==> src/rstlv_regs.svh <==
// Register offsets, field positions, reset values, code limits and event indices.
`ifndef RSTLV_REGS_SVH
`define RSTLV_REGS_SVH
// Register indices; each register is one word, so its byte address is four
// times its index.
`define RSTLV_FLAGS_IDX 12'h0E8
`define RSTLV_LVRC_IDX 12'h0D8
`define RSTLV_LVIC_IDX 12'h086
`define RSTLV_FLAGS_OFF (`RSTLV_FLAGS_IDX * 12'h004)
`define RSTLV_LVRC_OFF (`RSTLV_LVRC_IDX * 12'h004)
`define RSTLV_LVIC_OFF (`RSTLV_LVIC_IDX * 12'h004)
`define RSTLV_STATUS_OFF 12'h400
`define RSTLV_MASK_OFF 12'h404
`define RSTLV_FLAGS_RESET 8'h80
`define RSTLV_LVRC_RESET 8'h00
`define RSTLV_LVIC_RESET 8'h00
`define RSTLV_BIT_POR 7
`define RSTLV_BIT_EXT 6
`define RSTLV_BIT_WDT 5
`define RSTLV_BIT_DBG 4
`define RSTLV_BIT_LVR 3
`define RSTLV_BIT_REARM 7
`define RSTLV_BIT_THR_HI 4
`define RSTLV_BIT_THR_LO 1
`define RSTLV_BIT_DIS 0
`define RSTLV_BIT_DET 5
`define RSTLV_BIT_IEN 4
`define RSTLV_BIT_LVL_HI 3
`define RSTLV_BIT_LVL_LO 0
`define RSTLV_LVL_MAX 4'hC
`define RSTLV_THR_MAX 4'hD
`define RSTLV_EV_ST 0
`define RSTLV_EV_DET 1
`define RSTLV_EV_N 2
`endif

==> src/rstlv_pkg.sv <==
// Types shared by the reset flag and low-voltage control block.
package rstlv_pkg;
	// One warm reset cause, sampled at the moment the warm reset ends.
	typedef struct packed {
		logic ext;
		logic wdt;
		logic dbg;
		logic undervoltage_reset;
	} reset_cause_s;
	// One decoded APB access.
	typedef struct packed {
		logic wr;
		logic rd;
		logic [11:0] addr;
		logic [7:0] wdata;
	} reg_access_s;
endpackage : rstlv_pkg

==> src/pin_sync.sv <==
// Three-stage synchroniser; a change counts once stages two and three agree.
module pin_sync (
	input wire logic pclk,
	input wire logic presetn,
	input wire logic pin,
	output logic level
);
	logic [2:0] stage;

	// Shift the pin through three flip-flops.
	always_ff @(posedge pclk or negedge presetn) begin
		if (!presetn) begin
			stage <= 3'h0;
		end else begin
			stage <= {stage[1:0], pin};
		end
	end

	// Hold the level until the two later stages agree.
	always_ff @(posedge pclk or negedge presetn) begin
		if (!presetn) begin
			level <= 1'b0;
		end else if (stage[2] == stage[1]) begin
			level <= stage[2];
		end
	end
endmodule : pin_sync

==> src/apb_byte_slave.sv <==
// APB slave front end that turns bus transfers into byte register strobes.
module apb_byte_slave
	import rstlv_pkg::*;
(
	input wire logic pclk,
	input wire logic presetn,
	input wire logic psel,
	input wire logic penable,
	input wire logic pwrite,
	input wire logic [11:0] paddr,
	input wire logic [31:0] pwdata,
	input wire logic [3:0] pstrb,
	output rstlv_pkg::reg_access_s acc,
	output logic [11:0] rd_addr
);
	// Writes take effect in the access phase; zero wait states.
	always_comb begin
		acc.wr = psel && penable && pwrite && pstrb[0];
		acc.rd = psel && penable && !pwrite;
		acc.addr = paddr;
		acc.wdata = pwdata[7:0];
		rd_addr = paddr;
	end
endmodule : apb_byte_slave

==> src/reset_flag_and_low_voltage_ctrl.sv <==
// Reset source flags, low-voltage reset and indicator control over APB.
//
// Contract
// RL1: Zero write or power-on clears low-voltage flag.
// RL2: Power-on sets power flag, clears watchdog, debug.
// RL3: External flag undefined after power-on, set later.
// RL4: Low-voltage flag undefined after power-on, set later.
// RL5: Warm reset sets only its flag.
// RL6: Re-arm set: stop release clears disable bit.
// RL7: Re-arm clear: stop release leaves disable bit.
// RL8: Threshold kept except on power-on reset.
// RL9: Software keeps threshold zero while disabled.
// RL10: Reset control layout: rearm 7, threshold 4:1, disable 0.
// RL11: Indicator layout: flag 5, enable 4, level 3:0.
// RL12: Low-voltage reset active only while disable bit zero.
// RL13: Flag register at E8, reset 80, bits 7..3.
// RL14: Power flag cleared only by zero write.
// RL15: Indicator flags below level; codes above C invalid.
// RL16: Software avoids threshold codes E and F.
`include "rstlv_regs.svh"
module reset_flag_and_low_voltage_ctrl (
	input wire logic pclk,
	input wire logic presetn,
	input wire logic psel,
	input wire logic penable,
	input wire logic pwrite,
	input wire logic [11:0] paddr,
	input wire logic [31:0] pwdata,
	input wire logic [3:0] pstrb,
	output logic [31:0] prdata,
	output logic pready,
	output logic pslverr,
	input wire logic warm_reset_n,
	input wire rstlv_pkg::reset_cause_s cause,
	input wire logic stop_release,
	input wire logic supply_below_level,
	input wire logic supply_below_threshold,
	output logic undervoltage_reset_req,
	output logic [3:0] reset_threshold_select,
	output logic [3:0] indicator_level_select,
	output logic irq
);
	import rstlv_pkg::*;

	// ------------------------------------------------------------
	// Declarations
	// ------------------------------------------------------------
	reg_access_s acc;
	logic [11:0] rd_addr;
	logic warm_sync;
	logic warm_prev;
	logic below_sync;
	logic [7:0] flags;
	logic stop_release_rearm;
	logic low_voltage_reset_disable;
	logic indicator_detect_flag;
	logic indicator_enable;
	logic [`RSTLV_EV_N-1:0] status;
	logic [`RSTLV_EV_N-1:0] mask;
	logic [`RSTLV_EV_N-1:0] events;
	logic warm_end;
	logic wr_flags;
	logic wr_lvrc;
	logic wr_lvic;
	logic rd_status;
	logic mapped;
	logic [7:0] next_rdata;
	logic detect_set;

	// ------------------------------------------------------------
	// Bus front end and input synchronisers
	// ------------------------------------------------------------
	apb_byte_slave bus (
		.pclk(pclk),
		.presetn(presetn),
		.psel(psel),
		.penable(penable),
		.pwrite(pwrite),
		.paddr(paddr),
		.pwdata(pwdata),
		.pstrb(pstrb),
		.acc(acc),
		.rd_addr(rd_addr)
	);

	pin_sync warm_sync_i (
		.pclk(pclk),
		.presetn(presetn),
		.pin(warm_reset_n),
		.level(warm_sync)
	);

	pin_sync below_sync_i (
		.pclk(pclk),
		.presetn(presetn),
		.pin(supply_below_level),
		.level(below_sync)
	);

	// Decode strobes for each register except the mask, which decodes its own write.
	assign wr_flags = acc.wr && (acc.addr == `RSTLV_FLAGS_OFF);
	assign wr_lvrc = acc.wr && (acc.addr == `RSTLV_LVRC_OFF);
	assign wr_lvic = acc.wr && (acc.addr == `RSTLV_LVIC_OFF);
	assign rd_status = acc.rd && (acc.addr == `RSTLV_STATUS_OFF);
	assign mapped = (acc.addr == `RSTLV_FLAGS_OFF)
		|| (acc.addr == `RSTLV_LVRC_OFF)
		|| (acc.addr == `RSTLV_LVIC_OFF)
		|| (acc.addr == `RSTLV_STATUS_OFF)
		|| (acc.addr == `RSTLV_MASK_OFF);

	// ------------------------------------------------------------
	// Warm reset tracking
	// ------------------------------------------------------------
	// Remember the previous warm reset level to find its release.
	always_ff @(posedge pclk or negedge presetn) begin
		if (!presetn) begin
			warm_prev <= 1'b1;
		end else begin
			warm_prev <= warm_sync;
		end
	end

	// Synchroniser output starts low, so hold the first release back.
	logic warm_seen;
	always_ff @(posedge pclk or negedge presetn) begin
		if (!presetn) begin
			warm_seen <= 1'b0;
		end else if (warm_sync) begin
			warm_seen <= 1'b1;
		end
	end

	assign warm_end = warm_sync && !warm_prev && warm_seen;

	// ------------------------------------------------------------
	// Reset source flags
	// ------------------------------------------------------------
	// presetn is the power-on reset; warm causes set only their own bit.
	always_ff @(posedge pclk or negedge presetn) begin
		if (!presetn) begin
			flags <= `RSTLV_FLAGS_RESET; // RL2 RL13
		end else begin
			if (wr_flags) begin
				flags[`RSTLV_BIT_POR] <= flags[`RSTLV_BIT_POR]
					& acc.wdata[`RSTLV_BIT_POR]; // RL14
				flags[`RSTLV_BIT_EXT] <= flags[`RSTLV_BIT_EXT]
					& acc.wdata[`RSTLV_BIT_EXT];
				flags[`RSTLV_BIT_WDT] <= flags[`RSTLV_BIT_WDT]
					& acc.wdata[`RSTLV_BIT_WDT];
				flags[`RSTLV_BIT_DBG] <= flags[`RSTLV_BIT_DBG]
					& acc.wdata[`RSTLV_BIT_DBG];
				flags[`RSTLV_BIT_LVR] <= flags[`RSTLV_BIT_LVR]
					& acc.wdata[`RSTLV_BIT_LVR]; // RL1
			end
			// A cause arriving with a clearing write wins over it.
			if (warm_end) begin
				if (cause.ext) begin
					flags[`RSTLV_BIT_EXT] <= 1'b1; // RL3 RL5
				end
				if (cause.wdt) begin
					flags[`RSTLV_BIT_WDT] <= 1'b1; // RL5
				end
				if (cause.dbg) begin
					flags[`RSTLV_BIT_DBG] <= 1'b1; // RL5
				end
				if (cause.undervoltage_reset) begin
					flags[`RSTLV_BIT_LVR] <= 1'b1; // RL4 RL5
				end
			end
		end
	end

	// ------------------------------------------------------------
	// Low-voltage reset control
	// ------------------------------------------------------------
	// Threshold survives warm resets because only presetn and register writes change it.
	always_ff @(posedge pclk or negedge presetn) begin
		if (!presetn) begin
			reset_threshold_select <= 4'h0; // RL8
		end else if (wr_lvrc) begin
			reset_threshold_select <= acc.wdata[`RSTLV_BIT_THR_HI:
				`RSTLV_BIT_THR_LO]; // RL10
		end
	end

	// Re-arm bit.
	always_ff @(posedge pclk or negedge presetn) begin
		if (!presetn) begin
			stop_release_rearm <= 1'b0;
		end else if (wr_lvrc) begin
			stop_release_rearm <= acc.wdata[`RSTLV_BIT_REARM]; // RL10
		end
	end

	// Disable bit; stop release with re-arm set clears it.
	always_ff @(posedge pclk or negedge presetn) begin
		if (!presetn) begin
			low_voltage_reset_disable <= 1'b0;
		end else if (stop_release && stop_release_rearm) begin
			low_voltage_reset_disable <= 1'b0; // RL6
		end else if (wr_lvrc) begin
			low_voltage_reset_disable <= acc.wdata[`RSTLV_BIT_DIS]; // RL7
		end
	end

	// Reset request only while enabled; software keeps code below E.
	always_ff @(posedge pclk or negedge presetn) begin
		if (!presetn) begin
			undervoltage_reset_req <= 1'b0;
		end else begin
			undervoltage_reset_req <= !low_voltage_reset_disable
				&& supply_below_threshold
				&& (reset_threshold_select <= `RSTLV_THR_MAX); // RL12 RL16
		end
	end

	// ------------------------------------------------------------
	// Low-voltage indicator
	// ------------------------------------------------------------
	assign detect_set = indicator_enable && below_sync
		&& (indicator_level_select <= `RSTLV_LVL_MAX);

	// Enable and level select.
	always_ff @(posedge pclk or negedge presetn) begin
		if (!presetn) begin
			indicator_enable <= 1'b0;
			indicator_level_select <= 4'h0;
		end else if (wr_lvic) begin
			indicator_enable <= acc.wdata[`RSTLV_BIT_IEN]; // RL11
			indicator_level_select <= acc.wdata[`RSTLV_BIT_LVL_HI:
				`RSTLV_BIT_LVL_LO]; // RL11
		end
	end

	// Detect flag is sticky; a set in the clearing cycle wins.
	always_ff @(posedge pclk or negedge presetn) begin
		if (!presetn) begin
			indicator_detect_flag <= 1'b0;
		end else if (detect_set) begin
			indicator_detect_flag <= 1'b1; // RL15
		end else if (wr_lvic) begin
			indicator_detect_flag <= indicator_detect_flag
				& acc.wdata[`RSTLV_BIT_DET];
		end
	end

	// ------------------------------------------------------------
	// Interrupt status and mask
	// ------------------------------------------------------------
	assign events[`RSTLV_EV_ST] = stop_release;
	assign events[`RSTLV_EV_DET] = detect_set && !indicator_detect_flag;

	// Status bits are cleared by reading; new events win.
	genvar gi;
	generate
		for (gi = 0; gi < `RSTLV_EV_N; gi++) begin : ev
			always_ff @(posedge pclk or negedge presetn) begin
				if (!presetn) begin
					status[gi] <= 1'b0;
				end else if (events[gi]) begin
					status[gi] <= 1'b1;
				end else if (rd_status) begin
					status[gi] <= 1'b0;
				end
			end
		end
	endgenerate

	// Mask register.
	always_ff @(posedge pclk or negedge presetn) begin
		if (!presetn) begin
			mask <= '0;
		end else if (acc.wr && (acc.addr == `RSTLV_MASK_OFF)) begin
			mask <= acc.wdata[`RSTLV_EV_N-1:0];
		end
	end

	// Interrupt level output.
	always_ff @(posedge pclk or negedge presetn) begin
		if (!presetn) begin
			irq <= 1'b0;
		end else begin
			irq <= |(status & mask);
		end
	end

	// ------------------------------------------------------------
	// Read data
	// ------------------------------------------------------------
	always_comb begin
		next_rdata = 8'h00;
		case (rd_addr)
			`RSTLV_FLAGS_OFF: next_rdata = flags & 8'hF8;
			`RSTLV_LVRC_OFF: next_rdata = {stop_release_rearm, 2'b00,
				reset_threshold_select, low_voltage_reset_disable};
			`RSTLV_LVIC_OFF: next_rdata = {2'b00, indicator_detect_flag,
				indicator_enable, indicator_level_select};
			`RSTLV_STATUS_OFF: next_rdata = {6'h00, status};
			`RSTLV_MASK_OFF: next_rdata = {6'h00, mask};
			default: next_rdata = 8'h00;
		endcase
	end

	// Answer in the cycle after setup; pready is high only then.
	always_ff @(posedge pclk or negedge presetn) begin
		if (!presetn) begin
			prdata <= 32'h0;
			pready <= 1'b0;
			pslverr <= 1'b0;
		end else begin
			pready <= psel && !penable;
			pslverr <= psel && !penable && !mapped;
			prdata <= {24'h0, next_rdata};
		end
	end

	// ------------------------------------------------------------
	// Checks
	// ------------------------------------------------------------
	por_flag_a: assert property (@(posedge pclk) disable iff (!presetn)
		wr_flags && !acc.wdata[`RSTLV_BIT_POR]
		|=> !flags[`RSTLV_BIT_POR]) // RL14
		else $error("power flag not cleared by zero write");
	lvr_clear_a: assert property (@(posedge pclk) disable iff (!presetn)
		wr_flags && !acc.wdata[`RSTLV_BIT_LVR] && !warm_end
		|=> !flags[`RSTLV_BIT_LVR]) // RL1
		else $error("low-voltage flag not cleared");
	ext_set_a: assert property (@(posedge pclk) disable iff (!presetn)
		warm_end && cause.ext |=> flags[`RSTLV_BIT_EXT]) // RL3
		else $error("external flag not set");
	lvr_set_a: assert property (@(posedge pclk) disable iff (!presetn)
		warm_end && cause.undervoltage_reset |=> flags[`RSTLV_BIT_LVR]) // RL4
		else $error("low-voltage flag not set");
	flags_keep_a: assert property (@(posedge pclk) disable iff (!presetn)
		!warm_end && !wr_flags |=> $stable(flags)) // RL5
		else $error("flags changed with no cause");
	rearm_a: assert property (@(posedge pclk) disable iff (!presetn)
		stop_release && stop_release_rearm
		|=> !low_voltage_reset_disable) // RL6
		else $error("disable bit not cleared at stop release");
	no_rearm_a: assert property (@(posedge pclk) disable iff (!presetn)
		stop_release && !stop_release_rearm && !wr_lvrc
		|=> $stable(low_voltage_reset_disable)) // RL7
		else $error("disable bit changed without re-arm");
	thr_keep_a: assert property (@(posedge pclk) disable iff (!presetn)
		!wr_lvrc |=> $stable(reset_threshold_select)) // RL8
		else $error("threshold changed without write");
	disabled_a: assert property (@(posedge pclk) disable iff (!presetn)
		low_voltage_reset_disable |=> !undervoltage_reset_req) // RL12
		else $error("reset request while disabled");
	detect_a: assert property (@(posedge pclk) disable iff (!presetn)
		detect_set |=> indicator_detect_flag) // RL15
		else $error("detect flag not set");
	lvic_a: assert property (@(posedge pclk) disable iff (!presetn)
		wr_lvic |=> indicator_level_select
		== $past(acc.wdata[`RSTLV_BIT_LVL_HI:`RSTLV_BIT_LVL_LO])) // RL11
		else $error("level select not stored");
	warm_cv: cover property (@(posedge pclk) disable iff (!presetn)
		warm_end && cause.wdt);
	rearm_cv: cover property (@(posedge pclk) disable iff (!presetn)
		stop_release && stop_release_rearm);
	detect_cv: cover property (@(posedge pclk) disable iff (!presetn)
		detect_set ##1 irq);
endmodule : reset_flag_and_low_voltage_ctrl

==> config.mk <==
export PLATFORM = sky130hd
export DESIGN_NAME = reset_flag_and_low_voltage_ctrl
export DESIGN_NICKNAME = d
export VERILOG_FILES = /design/src/rstlv_pkg.sv /design/src/pin_sync.sv /design/src/apb_byte_slave.sv /design/src/reset_flag_and_low_voltage_ctrl.sv
export VERILOG_INCLUDE_DIRS = /design/src
export SDC_FILE = /design/constraint.sdc
export NUM_CORES = 1
export LEC_CHECK = 0
export BUFFER_PORTS_ARGS = -buffer_cell sky130_fd_sc_hd__buf_2
export CORE_MARGIN = 10
export CORE_UTILIZATION = 44
export CTS_BUF_LIST = sky130_fd_sc_hd__clkbuf_16
export DETAILED_ROUTE_END_ITERATION = 8
export PLACE_DENSITY = 0.87
export SLEW_MARGIN = 20
export SYNTH_ARGS = -nofsm -noshare
export SYNTH_HDL_FRONTEND = slang
export SYNTH_SLANG_ARGS = --single-unit
==> constraint.sdc <==
create_clock -name pclk -period 1 [get_ports pclk]
set_input_delay 0.1 -clock pclk [delete_from_list [all_inputs] [get_ports pclk]]
set_output_delay 0.1 -clock pclk [all_outputs]
set_load 0.05 [all_outputs]
# == Word-level counts from Yosys, hierarchy flattened ==
# Index checks and enable logic that the tools add are counted.
# op_classes
magnitude_cmp,2
n_eq_ne,7
mux,14
n_bitwise,7
reduce_logical,34
# ops
cell,n
8-bit case mux with 5 select lines,1
"12-bit by 10-bit equality test with 1-bit output, second input constant",3
"12-bit by 11-bit equality test with 1-bit output, second input constant",2
1-bit logical AND,19
1-bit 2-to-1 mux,11
"4-bit <= comparator, second input constant",2
4-bit 2-to-1 mux,2
2-bit nonzero test,4
1-bit bitwise AND,6
1-bit zero test,6
1-bit logical OR,4
2-bit bitwise AND,1
1-bit equality test,2
2-bit OR reduction,1
# totals
regBits,43
out_inout_bits,44
elab_cells,86

# == Depth between registers and ports, before layout ==
# depth
depth_word,7
ltp_mapped,5
mapped_depth_nobuf,4

# == Modules after synthesis ==
# A second synthesis with hierarchy kept.
# hier_totals
hier_cells,198
area_unflattened_um2,2318.5
# by_module_without_submodules
module,instances,cells_each,area_each_um2,seq_area_each_um2
reset_flag_and_low_voltage_ctrl,1,154,1838.0,878.3
apb_byte_slave,1,34,257.7,0.0
pin_sync,2,5,111.4,100.1

# == Worst setup path after synthesis ==
# Ideal clock, no wire load.
# synth_path
path_kind,input-to-reg
from,input paddr[4]
to,register mask[0]
setup_ps,125
t_arrival_ps,1119
t_required_ps,875
setup_slack_ps,-243
cell_stages,4
n_path_buf,0
cell_sequence,nor4b_1 > nand3_1 > nor2_1 > mux2_2
# synth_via
elab_chain_len,2
# synth_lines
element,line_no,rtl
start: declaration,reset_flag_and_low_voltage_ctrl.sv:27,"input wire logic [11:0] paddr,"
12-bit by 11-bit equality test with 1-bit output,-,
1-bit logical AND,reset_flag_and_low_voltage_ctrl.sv:273,end else if (acc.wr && (acc.addr == `RSTLV_MASK_OFF)) begin
end signal: assignment,reset_flag_and_low_voltage_ctrl.sv:274,mask <= acc.wdata[`RSTLV_EV_N-1:0];
end: declaration,reset_flag_and_low_voltage_ctrl.sv:59,logic [`RSTLV_EV_N-1:0] mask;
# Every way passes these cells.
# A chain may end at the register's enable or synchronous reset.

# == Final worst setup path ==
# layout_path
from,input paddr[8]
to,register indicator_level_select[1]
# layout_via
elab_chain_len,2
# layout_lines
element,line_no,rtl
12-bit by 10-bit equality test with 1-bit output,-,
1-bit logical AND,reset_flag_and_low_voltage_ctrl.sv:103,assign wr_lvic = acc.wr && (acc.addr == `RSTLV_LVIC_OFF);
end signal: assignment,reset_flag_and_low_voltage_ctrl.sv:230,indicator_level_select <= acc.wdata[`RSTLV_BIT_LVL_HI:
end: declaration,reset_flag_and_low_voltage_ctrl.sv:40,"output logic [3:0] indicator_level_select,"
# Every way passes these cells.

==> flow_summary.yaml <==
run_status:
  outcome: "complete, but fails checks"
  failed_checks: "setup timing"
place:
  postPlaceCellArea_sq_um: 2260
  io_buffers: 53
  globalplace.congestion: 0.827
  dpl.hpwl_um: 3660
finish:
  final_common_cell: "sky130_fd_sc_hd__buf_2"
  syn2layout_area_growth_pct: 39.4
  drive_gt1_share_pct: 50.7
  layout.cells.most_common_list: "39 x sky130_fd_sc_hd__buf_2, 34 x sky130_fd_sc_hd__dfrtp_1, 24 x sky130_fd_sc_hd__conb_1"
  num-nets-final: 285
  fillers: 315
  post-route-cell-area_sq_um: 2660
synthesis:
  asyncSetResetFlopFracSynth_pct: 100
  synth_compound_gate_area_share_pct: 8.64
  area_share_of_the_largest_cell_type_after_synthesis_pct: 53.7
  syn_avg_cell_area_sq_um: 12.7
  yosys.cell_types.count: 36
  yosys_top_cell_by_area: "sky130_fd_sc_hd__dfrtp_1"
  syn_area_sq_um: 1910
  seq_area_frac_synth_pct: 56.5
  post_synth_mux_area_share_pct: 8.64
  synthCells: 150
  main_combinational_cell_family_by_area_after_synthesis: "simple AND/OR/NAND/NOR gates"
  synth_adder_area_share_pct: 1.05
  yosys_warnings: 0
  ys_seq_elements: 43
  synth-main-ff-cell: "sky130_fd_sc_hd__dfrtp_1"
  synthTopCellsByArea: "sky130_fd_sc_hd__dfrtp_1 54%, sky130_fd_sc_hd__buf_4 9.4%, sky130_fd_sc_hd__mux2_2 7.1%, sky130_fd_sc_hd__dfstp_2 2.8%, sky130_fd_sc_hd__o21ai_0 2.4%"
  post_synth_edffs: 0
  synth_simple_gate_area_share_pct: 13.4
  synth_xor_xnor_area_share_pct: 0
clock_tree:
  insertion_delay_ns: 0.28
  cts_tree: "done"
  cts.reportedPaths.clkPinSlew_ns: 0.06
  max-clock-path-buffers: 2
  cts_buf_count: 5
  cts-htree-levels: 2
  root_buf_cell: "sky130_fd_sc_hd__clkbuf_16"
  numClockSinks: 43
sta:
  final.setup.worst_slack_ns: -0.107
  final-max-slew-violation-count: 0
  hold_slack_ns: 0.0289
  timing.clock.skew_ns: 0.00260
  final_cycle_share_pct: 111
  finalWorstPathRequiredPeriod_ns: 1.11
  finalHoldViolCount: 0
  setup_violation_total_in_the_final_timing_report: 21
  highest_achievable_clock_rate_mhz: 903
  rsz0062_at_grt: "yes"
routing:
  dr_total_vias: 1386
  wl_met1_um: 2030
  drt-total-wl_um: 5240
  drtIter0Drc: 111
  dr.max_layer_used: "met4"
  drt_drc_violations_left: 0
  route.met2.wl_um: 2630
  drt-wirelength-per-cell_um: 19.0
  met3WireLength_um: 429
  drt-pass1-iter-count: 4
  final_antenna_net_count: 0
  route.detailed.vias_per_inst: 5.02
grt:
  number_of_global_route_vias_before_repair: 1626
  grt_pass1_wl_um: 8050
  largest_net_degree_at_the_start_of_global_routing: 44
  grt_overflow: 0
  grt_antenna_before_repair: 1
  grtUsageTotal_pct: 13.7
floorplanning:
  die_height_um: 85.9
  io-pin-count: 105
  core_sq_um: 4090
  floorplan.die_area_sq_um: 7380
  num_rows: 23
  floorplan.initialDensity_pct: 46.8
  chipWidth_um: 85.9
setup_path:
  crit_slowest_cell: "sky130_fd_sc_hd__nor4_4"
  crit_path_max_fanout: 6
  timing.setup.critical_path_class: "input port to register"
  critical_path.startpoint_type: "input port"
  critical-path-top-delay-family: "simple AND/OR/NAND/NOR gates"
  arr_time_crit_path_ns: 1.27
  crit_path_end_kind: "register"
  crit_path_start: "paddr[8]"
  critical_path_buf_inv_count: 2
  worstRegToRegCells: 2
  crit_required_ns: 1.16
  path_cells: "buf_8 > nor4_4 > buf_4 > nand4_4 > mux2_4"
  reg2reg_from: "indicator_level_select[0]$_DFFE_PN0P_"
  critical-path-max-stage-delay_ns: 0.36
  cp.depth: 5
pwr:
  switching_share_pct: 24.7
  cell_internal_pwr_uw: 3070
  leakagePower_uw: 0.00134
  power.density_cell_area_nw_per_um2: 1530
  clockPowerShare_pct: 44.0
  combPwrFrac_pct: 12.2
  netSwitchingPower_uw: 1010
  power.ir.vdd_worst_uv: 972
  seq_power_share_pct: 43.8
hold_path:
  hp-start: "stop_release"
  hp-class: "input port to register"
  number_of_cells_on_the_worst_hold_path: 2
flow_run:
  drv.max_cap_violation_count: 0
==> per-stage QoR <==
stage | utilization [%] | setup TNS (ns) | std cells | total power, uW | worst slack (ns)
after floorplan | - | -1.16 | 173 | 2160 | -0.143
after global placement | 55.4 | -7.84 | 260 | 2250 | -0.341
after detailed placement | 55.4 | -8.46 | 260 | 2260 | -0.390
after CTS | 63.7 | -0.200 | 274 | 4100 | -0.0451
after global routing | 65.2 | -1.95 | 276 | 4230 | -0.149
final | 65.2 | -1.14 | 276 | 4080 | -0.107
==> layer usage <==
| metal | global-route usage (%) | up-vias |
|---|---|---|
| met3 | 5.39 | 15 |
| met2 | 23.4 | 66 |
| met1 | 14.4 | 666 |
| li1 | - | 639 |
| met5 | 0 | - |
| met4 | 6.44 | 0 |
==> sequential cells by signal, summed over array words and instances, names as in the netlist <==
| register | count |
|---|---|
| low_voltage_reset_disable | 1 |
| indicator_enable | 1 |
| irq | 1 |
| indicator_detect_flag | 1 |
| warm_sync_i.level | 1 |
| pslverr | 1 |
| status | 2 |
| indicator_level_select | 4 |
| warm_sync_i.stage | 3 |
| flags | 5 |
| warm_seen | 1 |
| undervoltage_reset_req | 1 |
| below_sync_i.level | 1 |
| below_sync_i.stage | 3 |
| stop_release_rearm | 1 |
| reset_threshold_select | 4 |
| prdata | 8 |
| pready | 1 |
| mask | 2 |
| warm_prev | 1 |
==> worst reg2reg max path, stage by stage (launching register included) <==
cell	delay (ns)
sky130_fd_sc_hd__dfrtp_2	0.43
sky130_fd_sc_hd__buf_4	0.14
sky130_fd_sc_hd__a221o_1	0.30
==> power groups by stage <==
stage               Combinational [uW]  Sequential [uW]  Clock, uW
floorplan                          319             1840          0
global placement                   428             1820          0
detailed placement                 435             1820          0
CTS                                477             1790       1830
global route                       528             1790       1910
finish                             497             1790       1800
==> final cells by class <==
type	count	area (sq um)	share of cell area [%]
clock inverters	3	38.8	1.46
diodes	1	2.50	0.0939
repair buffers	71	508	19.1
well taps	50	62.6	2.35
clock buffers	5	125	4.70
flip-flops and latches	43	1090	40.8
inverters	7	26.3	0.986
multi-input cells	96	813	30.5
==> path summary, 6_finish.rpt <==
kind	slack [ns]	to
setup / recovery	-0.11	indicator_level_select[1]$_DFFE_PN0P_
hold / removal	0.03	status[0]$_DFFE_PN0P_
setup reg to reg	0.02	prdata[0]$_DFF_PN0_
hold reg to reg	0.35	warm_sync_i.stage[1]$_DFF_PN0_
max in group asynchronous	0.42	warm_prev$_DFF_PN1_
min in group asynchronous	0.32	flags[5]$_DFF_PN0_
==> Yosys cell counts, drive strengths merged, types with 2 or more instances <==
library cell	count
a221o	2
a222oi	2
a22o	4
and3	3
and4b	2
buf	27
dfrtp	41
dfstp	2
inv	7
maj3	2
mux2	12
mux2i	3
nand2	3
nand3	2
nand4	4
nor2	5
nor4	2
nor4b	4
o21ai	9
==> cells by family (layout without fill, tap and decap cells) <==
family                     Yosys count  after routing
AOI/OAI and AO/OA                   23             23
and+or+nand+nor                     32             32
buffers and inverters               34             86
adders and majority gates            2              2
DFF                                 43             43
muxes                               15             15
other                                1             25
==> repair_timing <==
action | in CTS | in global routing
endpoints found under the hold margin | 43 | 0
hold buffers | 3 | 0
setup buffers | 3 | 1
pin swaps | 3 | 6
setup endpoints to repair | 23 | 32
gates resized for setup | 33 | 19
Power figures use the tool's default switching activity.
